**src/hdl/fspm_params.svh**
```systemverilog
// Constants for the fault status and protection monitor.
`ifndef FSPM_PARAMS_SVH
`define FSPM_PARAMS_SVH
`define FSPM_BIT_BUSY     3'd0
`define FSPM_BIT_OFF      3'd1
`define FSPM_BIT_OUT      3'd2
`define FSPM_BIT_CUR      3'd3
`define FSPM_BIT_IN       3'd4
`define FSPM_BIT_TEMP     3'd5
`define FSPM_BIT_LOGIC    3'd6
`define FSPM_STATUS_RST   8'h00
`define FSPM_LATCH_MASK   8'h7C
`define FSPM_DEGLITCH_NS  1000
`define FSPM_DEGLITCH_CYC ((`FSPM_DEGLITCH_NS + 7) / 8)
`define FSPM_BOOT_FORCED_PWM_CYC 8'h08
`define FSPM_BOOT_RFSH_CYC 8'h04
`endif

```
**src/hdl/fspm_pkg.sv**
```systemverilog
// Types shared by the fault status and protection monitor.
package fspm_pkg;
	typedef enum logic [3:0] {
		FSPM_OFF   = 4'b0001,
		FSPM_SOFT  = 4'b0010,
		FSPM_RUN   = 4'b0100,
		FSPM_HICUP = 4'b1000
	} fspm_state_t;
endpackage

```
**src/hdl/fspm_deglitch.sv**
```systemverilog
// Deglitch filter: output follows input once it has been stable for a count.
`timescale 1ns/1ns
`include "fspm_params.svh"
module fspm_deglitch (
	input  wire logic clk,
	input  wire logic resetn,
	input  wire logic raw,
	output logic      clean
);
	localparam int CYC = `FSPM_DEGLITCH_CYC;
	logic [7:0] cnt;
	wire        differ = raw != clean;
	wire        done   = cnt == 8'(CYC - 1);

	always_ff @(posedge clk or negedge resetn) begin
		if (!resetn) begin
			cnt   <= 8'h00;
			clean <= 1'b0;
		end else if (!differ) begin
			cnt <= 8'h00;
		end else if (done) begin
			cnt   <= 8'h00;
			clean <= raw;
		end else begin
			cnt <= cnt + 8'h01;
		end
	end

	// A change appears exactly CYC cycles after a steady new level.
	property p_count;
		@(posedge clk) disable iff (!resetn) cnt < 8'(CYC);
	endproperty
	a_count: assert property (p_count) else $error("deglitch counter overran");

	property p_follow;
		@(posedge clk) disable iff (!resetn)
		$changed(clean) |-> $past(raw) == clean && $past(done);
	endproperty
	a_follow: assert property (p_follow) else $error("deglitch output moved early");
endmodule

```
**src/hdl/fspm_bootmon.sv**
```systemverilog
// Bootstrap undervoltage counter: stops or refreshes per switching cycle.
`timescale 1ns/1ns
`include "fspm_params.svh"
module fspm_bootmon (
	input  wire logic clk,
	input  wire logic resetn,
	input  wire logic sw_cycle,
	input  wire logic bootstrap_undervoltage,
	input  wire logic forced_pwm,
	input  wire logic running,
	output logic      boot_refresh,
	output logic      boot_stop
);
	logic [7:0] cnt;
	wire  [7:0] limit = forced_pwm ? `FSPM_BOOT_FORCED_PWM_CYC : `FSPM_BOOT_RFSH_CYC;
	wire        hit   = sw_cycle && cnt == limit - 8'h01;

	always_ff @(posedge clk or negedge resetn) begin
		if (!resetn) begin
			cnt       <= 8'h00;
			boot_stop <= 1'b0;
		end else if (!bootstrap_undervoltage || !running) begin
			cnt       <= 8'h00;
			boot_stop <= 1'b0;
		end else if (hit) begin
			boot_stop <= 1'b1;
		end else if (sw_cycle) begin
			cnt <= cnt + 8'h01;
		end
	end
	// In power save mode undervoltage forces refresh switching.
	assign boot_refresh = bootstrap_undervoltage && running && !forced_pwm && !boot_stop;

	property p_stop_cause;
		@(posedge clk) disable iff (!resetn)
		$rose(boot_stop) |-> $past(bootstrap_undervoltage) && $past(sw_cycle);
	endproperty
	a_stop_cause: assert property (p_stop_cause)
		else $error("bootstrap stop without undervoltage cycle");

	property p_stop_hold;
		@(posedge clk) disable iff (!resetn)
		boot_stop && bootstrap_undervoltage && running |=> boot_stop;
	endproperty
	a_stop_hold: assert property (p_stop_hold) else $error("bootstrap stop dropped");
endmodule

```
**src/hdl/fspm_monitor.sv**
```systemverilog
// Fault status byte, fault pin and protective reactions of the converter.
`timescale 1ns/1ns
`include "fspm_params.svh"
module fspm_monitor (
	input  wire logic       clk,
	input  wire logic       resetn,
	input  wire logic       startup_done,
	input  wire logic       reg_busy,
	input  wire logic       system_enable,
	input  wire logic       output_below_pg,
	input  wire logic       overvoltage_level_one,
	input  wire logic       overvoltage_level_two,
	input  wire logic       ov_level_two_enable,
	input  wire logic       peak_current_trip,
	input  wire logic       input_voltage_detect,
	input  wire logic       uvlo_sense_low,
	input  wire logic       thermal_shutdown,
	input  wire logic       thermal_warning,
	input  wire logic       checksum_done,
	input  wire logic       checksum_match,
	input  wire logic       avg_limit_enable,
	input  wire logic       avg_limit_reached,
	input  wire logic       micro_sleep,
	input  wire logic       internal_feedback,
	input  wire logic       softstart_done,
	input  wire logic       input_overvoltage_protect,
	input  wire logic       input_protect_enable,
	input  wire logic       input_regulation_enable,
	input  wire logic       forced_pwm_request,
	input  wire logic       mode_pin_low,
	input  wire logic       hiccup_enable,
	input  wire logic       bootstrap_undervoltage,
	input  wire logic       sw_cycle,
	input  wire logic       interrupt_mode_select,
	input  wire logic       clear_faults_access,
	input  wire logic       status_write,
	input  wire logic [7:0] status_wdata,
	output logic      [7:0] status_byte,
	output logic            avg_current_limit_flag,
	output logic      [7:0] power_delivery_status,
	output logic            fault_interrupt_pin_o,
	output logic            fault_interrupt_pin_oe,
	output logic            converter_run,
	output logic            switch_nodes_hiz,
	output logic            forced_pwm,
	output logic            forward_only,
	output logic            input_voltage_regulation,
	output logic            boot_refresh,
	output logic            power_good,
	output logic            converter_off_state
);
	localparam int NF = 8;
	fspm_pkg::fspm_state_t state;
	fspm_pkg::fspm_state_t next_state;
	logic [7:0] latched;
	logic [7:0] clean_q;
	logic       pin_toggle;
	logic       crc_bad;
	logic       boot_stop;
	logic       overvoltage_level_two_hold;
	logic [NF-1:0] raw;
	logic [NF-1:0] clean;

	function automatic logic [7:0] place(input logic [2:0] pos, input logic v);
		place = {7'h00, v} << pos;
	endfunction

	wire overvoltage_level_one_ok = overvoltage_level_one && !micro_sleep && softstart_done
		&& !internal_feedback;
	wire overvoltage_level_two_ok = overvoltage_level_two && ov_level_two_enable;

	// Raw event vector, index 7 feeds the average current flag.
	assign raw = {avg_limit_enable && avg_limit_reached,
		crc_bad,
		thermal_shutdown || thermal_warning,
		input_voltage_detect || uvlo_sense_low,
		peak_current_trip,
		overvoltage_level_one_ok || overvoltage_level_two_ok,
		output_below_pg || !system_enable,
		reg_busy};

	genvar gi;
	generate
		for (gi = 0; gi < NF; gi++) begin : g_dg
			fspm_deglitch u_dg (
				.clk    (clk),
				.resetn (resetn),
				.raw    (raw[gi]),
				.clean  (clean[gi])
			);
		end
	endgenerate

	wire [7:0] set_mask = place(`FSPM_BIT_OUT, clean[2]) | place(`FSPM_BIT_CUR, clean[3])
		| place(`FSPM_BIT_IN, clean[4]) | place(`FSPM_BIT_TEMP, clean[5])
		| place(`FSPM_BIT_LOGIC, clean[6]);
	wire [7:0] clr_mask = clear_faults_access ? 8'hFF
		: (status_write ? status_wdata : 8'h00);
	wire [7:0] next_latched = (latched & ~clr_mask | set_mask) & `FSPM_LATCH_MASK;
	wire [7:0] live = place(`FSPM_BIT_BUSY, clean[0] && startup_done)
		| place(`FSPM_BIT_OFF, clean[1] && startup_done);
	always_ff @(posedge clk or negedge resetn) begin
		if (!resetn) begin
			latched <= `FSPM_STATUS_RST;
		end else begin
			latched <= next_latched;
		end
	end

	assign status_byte = (latched | live) & 8'h7F;
	assign avg_current_limit_flag = clean[7];
	assign power_delivery_status  = {7'h00, clean[7]};

	// Checksum verdict is caught once it is known and held until reset.
	always_ff @(posedge clk or negedge resetn) begin
		if (!resetn) begin
			crc_bad <= 1'b0;
		end else if (checksum_done && !checksum_match) begin
			crc_bad <= 1'b1;
		end
	end

	// Interrupt mode toggles the pin level on any change of the deglitched event vector.
	always_ff @(posedge clk or negedge resetn) begin
		if (!resetn) begin
			clean_q    <= 8'h00;
			pin_toggle <= 1'b0;
		end else begin
			clean_q <= clean;
			if (clean != clean_q) begin
				pin_toggle <= !pin_toggle;
			end
		end
	end

	wire fault_any = |(status_byte & `FSPM_LATCH_MASK);
	assign fault_interrupt_pin_o  = 1'b0;
	assign fault_interrupt_pin_oe = interrupt_mode_select ? pin_toggle : fault_any;

	// Main sequencing of converter on, soft-start, run and hiccup.
	wire stop_now = thermal_shutdown || crc_bad || !system_enable || boot_stop;
	always_comb begin
		next_state = state;
		case (state)
			fspm_pkg::FSPM_OFF:
				if (!stop_now) begin
					next_state = fspm_pkg::FSPM_SOFT;
				end
			fspm_pkg::FSPM_SOFT:
				if (stop_now) begin
					next_state = fspm_pkg::FSPM_OFF;
				end else if (softstart_done) begin
					next_state = fspm_pkg::FSPM_RUN;
				end
			fspm_pkg::FSPM_RUN:
				if (stop_now) begin
					next_state = fspm_pkg::FSPM_OFF;
				end else if (hiccup_enable && peak_current_trip) begin
					next_state = fspm_pkg::FSPM_HICUP;
				end
			fspm_pkg::FSPM_HICUP:
				next_state = fspm_pkg::FSPM_OFF;
			default:
				next_state = fspm_pkg::FSPM_OFF;
		endcase
	end

	always_ff @(posedge clk or negedge resetn) begin
		if (!resetn) begin
			state <= fspm_pkg::FSPM_OFF;
		end else begin
			state <= next_state;
		end
	end

	// Switch nodes open one cycle after level two rises above its threshold with ov_level_two_enable set, and close one cycle after that ends.
	always_ff @(posedge clk or negedge resetn) begin
		if (!resetn) begin
			overvoltage_level_two_hold <= 1'b0;
		end else begin
			overvoltage_level_two_hold <= overvoltage_level_two_ok;
		end
	end

	wire running = state == fspm_pkg::FSPM_SOFT || state == fspm_pkg::FSPM_RUN;
	assign converter_off_state = state == fspm_pkg::FSPM_OFF;
	assign converter_run       = running && !overvoltage_level_two_hold;
	assign switch_nodes_hiz    = !converter_run;
	assign forward_only        = input_protect_enable && input_overvoltage_protect;
	assign forced_pwm          = forced_pwm_request && !mode_pin_low && !forward_only;
	assign input_voltage_regulation = input_protect_enable && input_regulation_enable
		&& forced_pwm_request && !mode_pin_low && running;
	assign power_good = state == fspm_pkg::FSPM_RUN && !output_below_pg;

	fspm_bootmon u_boot (
		.clk                    (clk),
		.resetn                 (resetn),
		.sw_cycle               (sw_cycle),
		.bootstrap_undervoltage (bootstrap_undervoltage),
		.forced_pwm             (forced_pwm),
		.running                (running),
		.boot_refresh           (boot_refresh),
		.boot_stop              (boot_stop)
	);

	property p_clear;
		@(posedge clk) disable iff (!resetn)
		clear_faults_access && set_mask == 8'h00 |=> (latched == 8'h00);
	endproperty
	a_clear: assert property (p_clear) else $error("clear left a fault latched");

	property p_latch;
		@(posedge clk) disable iff (!resetn)
		clean[3] |=> status_byte[`FSPM_BIT_CUR];
	endproperty
	a_latch: assert property (p_latch) else $error("overcurrent not latched");

	property p_hold;
		@(posedge clk) disable iff (!resetn)
		latched[`FSPM_BIT_TEMP] && !clear_faults_access && !status_write
			|=> latched[`FSPM_BIT_TEMP];
	endproperty
	a_hold: assert property (p_hold) else $error("temperature fault dropped");

	property p_unused;
		@(posedge clk) disable iff (!resetn) !status_byte[7];
	endproperty
	a_unused: assert property (p_unused) else $error("unused status bit set");

	property p_pin;
		@(posedge clk) disable iff (!resetn)
		!interrupt_mode_select |-> fault_interrupt_pin_oe == fault_any;
	endproperty
	a_pin: assert property (p_pin) else $error("fault pin does not follow status");

	property p_crc;
		@(posedge clk) disable iff (!resetn)
		crc_bad && converter_off_state |=> converter_off_state;
	endproperty
	a_crc: assert property (p_crc) else $error("left off state despite checksum");

	property p_tsd;
		@(posedge clk) disable iff (!resetn)
		thermal_shutdown ##1 thermal_shutdown |-> converter_off_state;
	endproperty
	a_tsd: assert property (p_tsd) else $error("running during thermal shutdown");

	property p_pg;
		@(posedge clk) disable iff (!resetn) !softstart_done |-> !power_good;
	endproperty
	a_pg: assert property (p_pg) else $error("power good before soft-start end");
endmodule

```
**config.mk**
```make
export PLATFORM = sky130hd
export DESIGN_NAME = fspm_monitor
export DESIGN_NICKNAME = d
export VERILOG_FILES = /design/src/hdl/fspm_pkg.sv /design/src/hdl/fspm_deglitch.sv /design/src/hdl/fspm_bootmon.sv /design/src/hdl/fspm_monitor.sv
export VERILOG_INCLUDE_DIRS = /design/src /design/src/hdl
export SDC_FILE = /design/constraint.sdc
export NUM_CORES = 1
export LEC_CHECK = 0
export ABC_AREA = 1
export ABC_CLOCK_PERIOD_IN_PS = 1700
export BUFFER_PORTS_ARGS = -buffer_cell sky130_fd_sc_hd__buf_4
export CAP_MARGIN = 20
export CORE_ASPECT_RATIO = 1.75
export CORE_MARGIN = 5
export CORE_UTILIZATION = 58
export CTS_CLUSTER_DIAMETER = 80
export CTS_CLUSTER_SIZE = 28
export DETAILED_ROUTE_END_ITERATION = 8
export PLACE_DENSITY = 0.84
export SKIP_LAST_GASP = 1
export SLEW_MARGIN = 20
export SYNTH_ARGS = -nofsm -noshare
export SYNTH_HDL_FRONTEND = slang
export SYNTH_HIERARCHICAL = 1
export SYNTH_SLANG_ARGS = --single-unit
```
**constraint.sdc**
```tcl
create_clock -name clk -period 1.7 [get_ports clk]
set_input_delay 0.085 -clock clk [delete_from_list [all_inputs] [get_ports clk]]
set_output_delay 0.085 -clock clk [all_outputs]
set_load 0.02 [all_outputs]
```
Yosys cells after proc, flatten, opt, wreduce, memory -nomap -nowiden

Cells that the tools add are included.
W data, S select, Z words.

Bits of input ports: 40
Logic and storage cells: 157
Register bits after elaboration: 101
Output and inout port bits: 27

Eq/ne operators: 25
Reduce and logical (&&, ||, !) cells: 58
Bitwise logic cells: 9
Muxes and demuxes: 31
$add $sub $neg: 10

Operators with widths:

| operator              | count |
|---|---|
| $mux W8               | 19 |
| $add A8 B1 Y8 const B | 9 |
| $eq A8 B7 Y1 const B  | 8 |
| $mux W4               | 6 |
| $logic_and A1 B1 Y1   | 22 |
| $reduce_and A2 Y1     | 9 |
| $logic_not A1 Y1      | 14 |
| $mux W7               | 2 |
| $pmux W4 S3           | 1 |
| $logic_or A1 B1 Y1    | 9 |
| $eq A8 B8 Y1          | 1 |
| $ne A1 B1 Y1          | 8 |
| $ne A8 B8 Y1          | 1 |
| $sub A8 B1 Y8 const B | 1 |
| $and A7 B7 Y7         | 1 |
| $not A7 Y7            | 1 |
| $or A6 B7 Y7          | 1 |
| $or A7 B2 Y7          | 1 |
| $or A7 B7 Y7          | 1 |
| $ne A3 B3 Y1 const B  | 2 |
| $or A5 B6 Y6          | 1 |
| $or A4 B5 Y5          | 1 |
| $reduce_or A5 Y1      | 1 |
| $eq A4 B1 Y1 const B  | 1 |
| 8 further kinds       | 12 |

Logic depth before layout (Yosys ltp)

Depth in word-level cells: 9
Mapped depth: 10
Depth with buffers taken out: 10

By module

Netlist, hierarchy kept.

By module, submodules not included:

| module        | cells each | area each (um^2) | instances | sequential area each (um^2) |
|---|---|---|---|---|
| fspm_deglitch | 52         | 475.5            | 8         | 225.2 |
| fspm_monitor  | 132        | 1093.5           | 1         | 501.7 |
| fspm_bootmon  | 88         | 588.1            | 1         | 225.2 |

Least setup slack after synthesis

OpenSTA, ideal clock, no wires.

Path type: reg2reg
From: reg state[0]
To: reg u_boot.cnt[0]
Period minus slack after synthesis: 1556 ps
Setup time: 118 ps
Buffers on the path: 1
Required time: 1582 ps
Path slack: 144 ps
Arrival: 1438 ps
Cell stages (with the launch flop): 11
Cells stage by stage: dfstp_2 -> inv_1 -> nand2_2 -> nor2_2 -> nor2_2 -> inv_2 -> nand2_1 -> inv_1 -> buf_1 -> nand3_1 -> nand2_1

Word-level cells in the longest chain between the ends: 6
Elaborated cells on any way between the ends: 9
Classes of those cells: 3 x eq/ne; 1 x mux; 5 x reduce/logical

RTL lines:

| what                                                         | RTL line            | source |
|---|---|---|
| start: declaration                                           | fspm_monitor.sv:53  | `fspm_pkg::fspm_state_t state;` |
| start signal: assignment                                     | fspm_monitor.sv:170 | `state <= fspm_pkg::FSPM_OFF;` |
| start signal: assignment                                     | fspm_monitor.sv:172 | `state <= next_state;` |
| $eq A4 B2 Y1 or $eq A4 B3 Y1 (tied branches)                 | fspm_monitor.sv:185 | `wire running = state == fspm_pkg::FSPM_SOFT \|\| state == fspm_pkg::FSPM_RUN;` |
| $logic_or A1 B1 Y1 (*)                                       | fspm_monitor.sv:185 |  |
| named net running                                            | fspm_monitor.sv:185 |  |
| $logic_not A1 Y1 (*)                                         | fspm_bootmon.sv:22  | `end else if (!bootstrap_undervoltage \|\| !running) begin` |
| $logic_or A1 B1 Y1 (*)                                       | fspm_bootmon.sv:22  |  |
| $ne A2 B2 Y1 (no line) or $reduce_bool A2 Y1 (tied branches) | --                  |  |
| $reduce_and A2 Y1 (no line)                                  | --                  |  |
| end signal: assignment                                       | fspm_bootmon.sv:28  | `cnt <= cnt + 8'h01;` |
| end: declaration                                             | fspm_bootmon.sv:14  | `logic [7:0] cnt;` |

Mark *: on every way through the listed nets, which the timed path passes. The rest lies on a longest branch.
A chain may end at the register's enable or synchronous reset.

Final worst setup path

From: reg state[0]
To: out boot_refresh

Word-level cells in the longest chain between the ends: 5
Elaborated cells on any way between the ends: 6
Classes of those cells: 2 x eq/ne; 4 x reduce/logical

RTL lines:

| what                                         | RTL line            | source |
|---|---|---|
| $eq A4 B2 Y1 or $eq A4 B3 Y1 (tied branches) | fspm_monitor.sv:185 |  |
| $logic_or A1 B1 Y1 (*)                       | fspm_monitor.sv:185 |  |
| named net running                            | fspm_monitor.sv:185 |  |
| $logic_and A1 B1 Y1 (*) (3 in a row)         | fspm_bootmon.sv:32  | `assign boot_refresh = bootstrap_undervoltage && running && !forced_pwm && !boot_stop;` |
| end: declaration                             | fspm_monitor.sv:48  | `output logic boot_refresh,` |

Marks and branches as above.

==> reports/qor.csv <==
stage,metric,value,unit
synthesis,Gate Count Post-Synth,636,
synthesis,mean post-synth cell area,8.62,sq um
final_layout,number of diodes,0,
min_path,HP Class,input port to register,
worst_setup_path,WP buf/inv,4,
worst_setup_path,worst-path cell chain,"inv_2, nand2_4, nor2_4, nor2_4, inv_2, nand2_2, buf_6, nor3_4, buf_6",
die,CORE AREA,9350,sq um
power_and_ir_drop,leakage power figure,2.91,nW
power_and_ir_drop,VDD IR-drop max,0.000631,V
die,Die X-Extent,83.5,microns
cts,Sink Count,101,
routing,DRT Wirelength,11.0,mm
worst_setup_path,Slowest cell on crit path,dfstp_2,
cts,CTS Buf Count,9,
worst_setup_path,CP Launch Type,register,
synthesis,Post-synth EDFFs,0,
final_layout,final std cells w/o fill,841,
final_layout,multi-input logic area,2680,sq um
synthesis,synthesized area,5490,sq um
sta,final worst slack,29.4,ps
routing,Via density,5.17,
place,routability cong.,0.864,
grt,total track usage,20.0,%
die,Initial Util,58.7,%
worst_setup_path,Crit. End Element,primary output,
grt,grt total ovfl,0,
synthesis,"count leader, synth",nand2_1,
routing,DR WL met2,6.03,mm
place,post-DP HPWL,8.05,mm
synthesis,share of the synthesized area in the top cell type,45.6,%
die,DIE AREA,11600,sq um
grt,largest net degree at the start of global routing,34,
synthesis,Yosys top cell by area,dfrtp_1,
routing,DRT iter0 DRCs,121,
cts,TritonCTS clock tree,built,
synthesis,synth top area cells,"dfrtp_1 46%, nand2_1 8.3%, nand3_1 6.9%, nor2_1 6.5%, inv_1 4.3%",
place,pre-CTS setup slack,154,ps
routing,DR WL met3,477,microns
sta,RSZ-0062 raised after global routing,true,
routing,uppermost layer routed,met4,
flow_run,max-cap violations,0,
power_and_ir_drop,total power,5.19,mW
cts,clock latency on the worst-skew pair,350,ps
synthesis,post-synthesis sequential area ratio,46.1,%
sta,fin crit period,1670,ps
grt,initial antenna violation count,0,
synthesis,register bit total from synthesis,101,
sta,fin. max-slew vios,0,
worst_setup_path,max incr delay on CP,550,ps
sta,final setup vio count,0,
routing,Antenna Nets Post-Route,0,
worst_setup_path,CP max FO,2,
worst_setup_path,CP top delay family,flip-flops,
routing,via count of the routed design,4349,
place,Inst Count DP,813,
status,status,"finished, final reports clean",
final_layout,synth-to-layout area growth,18.2,%
die,Die Ht,139,microns
grt,first-pass GRT wire length,19.1,mm
cts,root buffer cell,clkbuf_16,
final_layout,Reg area,2530,sq um
cts,H-tree depth,3,
cts,Clock transition at path regs,60,ps
worst_setup_path,CP Data Required Time,1620,ps
cts,clk buf depth,2,
die,I/O pin count,67,
worst_setup_path,CP Data Arrival Time,1590,ps
worst_setup_path,critical path class,register to primary output,
synthesis,ys flop type,dfrtp_1,
final_layout,fill count,699,
sta,achievable frequency,599,MHz
grt,vias in the first global route,4441,
sta,final hold vios,0,
place,I/O Buffers,54,
power_and_ir_drop,Power Density,800,nW/um^2
synthesis,Synth Warn #,6,
final_layout,layout cells sized above 1,23.1,%
synthesis,ys async rst share,100,%
routing,post-DR wirelength/cell,13.0,microns
routing,drt drc,0,
synthesis,Netlist cell types,33,
routing,WL met1,4.12,mm
synthesis,Post-synth top cells,"122 x nand2_1, 100 x dfrtp_1, 95 x nor2_1, 76 x nand3_1, 63 x inv_1",
sta,Layout Skew,9.27,ps
final_layout,Nets,771,
die,Rows,47,
routing,Pre-Repair DR Iteration Count,4,
sta,Tcrit/Tclk final,98.3,%
-- state kept, by name, indices dropped and copies added, names as in the netlist --
| register | flops |
|---|---|
| g_dg.u_dg/cnt | 64 |
| clean_q | 8 |
| g_dg.u_dg/clean | 8 |
| u_boot/cnt | 8 |
| latched | 5 |
| state | 4 |
| crc_bad | 1 |
| overvoltage_level_two_hold | 1 |
| pin_toggle | 1 |
| u_boot/boot_stop | 1 |
-- path summary, 6_finish.rpt --
kind	slack [ps]	endpoint	start	depth (start not counted)
min reg2reg	520	pin_toggle$_DFFE_PN0P_	pin_toggle$_DFFE_PN0P_	2
max	30	boot_refresh	state[0]$_DFFE_PN1P_	9
max in group asynchronous	830	g_dg[0].u_dg/cnt[6]$_DFF_PN0_	resetn	3
min in group asynchronous	230	clean_q[4]$_DFF_PN0_	resetn	2
min	20	g_dg[0].u_dg/clean$_DFFE_PN0P_	reg_busy	3
max reg2reg	150	u_boot/cnt[7]$_DFFE_PN0P_	state[0]$_DFFE_PN1P_	11
-- placed cells by master, fill, tap and decap left out, types with 2 or more instances in the layout --
cell,netlist,final
bufinv_16,0,2
buf_4,10,62
a21oi_2,9,9
o21bai_1,8,8
inv_1,63,60
conb_1,1,9
inv_2,5,7
nor2_1,95,95
dlygate4sd3_1,0,4
or2_2,2,2
nor2_4,11,13
xor2_2,8,8
o21ai_1,2,2
nor3_1,3,2
a31o_2,5,5
and2_1,8,8
clkinvlp_4,0,2
nand2_1,122,120
clkbuf_16,0,9
xor2_1,17,17
xnor2_1,16,16
nand2_4,8,9
buf_6,0,2
nand3_2,2,2
dfrtp_1,100,100
nand3_1,76,76
nand2_2,28,29
a21oi_1,9,9
clkbuf_1,0,5
ha_1,17,17
-- per-layer routing --
metal	vias to the layer above	GRT usage (%)
li1	2143	-
met2	106	37.2
met5	-	0
met3	23	3.69
met4	0	10.2
met1	2077	21.1
-- worst register-to-register path: stages, from the launching register on --
cell and delay [ps]:
dfstp_2 550, inv_2 50, nand2_4 80, nor2_4 50, nor2_4 120, inv_2 50, nand2_2 70, buf_4 140
clkinvlp_4 160, nand2_2 120, nand2_1 50, nand2_1 50
-- logic make-up after synthesis --
family                     synth area share, %
and+or+nand+nor                           31.5
DFF                                       46.1
buffers and inverters                     6.09
xor gates and xnor gates                  7.64
AOI/OAI and AO/OA                         4.72
adders and majority gates                 3.88
other                                   0.0684
-- timing repair --
| action | 4_1_cts | 5_1_grt |
|---|---|---|
| pin swaps | 5 | 2 |
| hold buffers | 4 | 0 |
| buffers inserted | 6 | 1 |
| hold endpoints to repair | 31 | 0 |
| resized for setup | 7 | 6 |
| endpoints found under the setup margin | 1 | 4 |
| gates cloned | 0 | 1 |
-- metrics by stage --
| step | hold WS (ps) | setup TNS, ps | area [sq um] | util, % |
|---|---|---|---|---|
| final | 18.6 | 0 | 6480 | 69.3 |
| after global routing | 24.8 | -39.6 | 6480 | 69.3 |
| after CTS | 4.14 | 0 | 6450 | 69.0 |
| after detailed placement | 57.2 | 0 | 6040 | 64.6 |
| after global placement | 52.1 | 0 | 6040 | 64.6 |
| after floorplan | -211 | 0 | 5520 | - |
-- layout make-up --
cell class	count	area share (%)
clock buffers	14	3.76
clock inverters	2	0.926
inverters	68	3.99
multi-input cells	464	41.4
flip-flops and latches	101	39.0
well taps	122	2.35
repair buffers	69	8.45
repair inverters	1	0.116
-- power by group --
part / switching (mW) / total, mW / internal [mW]
Clock: 0.830 / 2.12 / 1.29
Sequential: 0.110 / 2.60 / 2.49
Combinational: 0.266 / 0.469 / 0.202
Power figures use the tool's default switching activity.
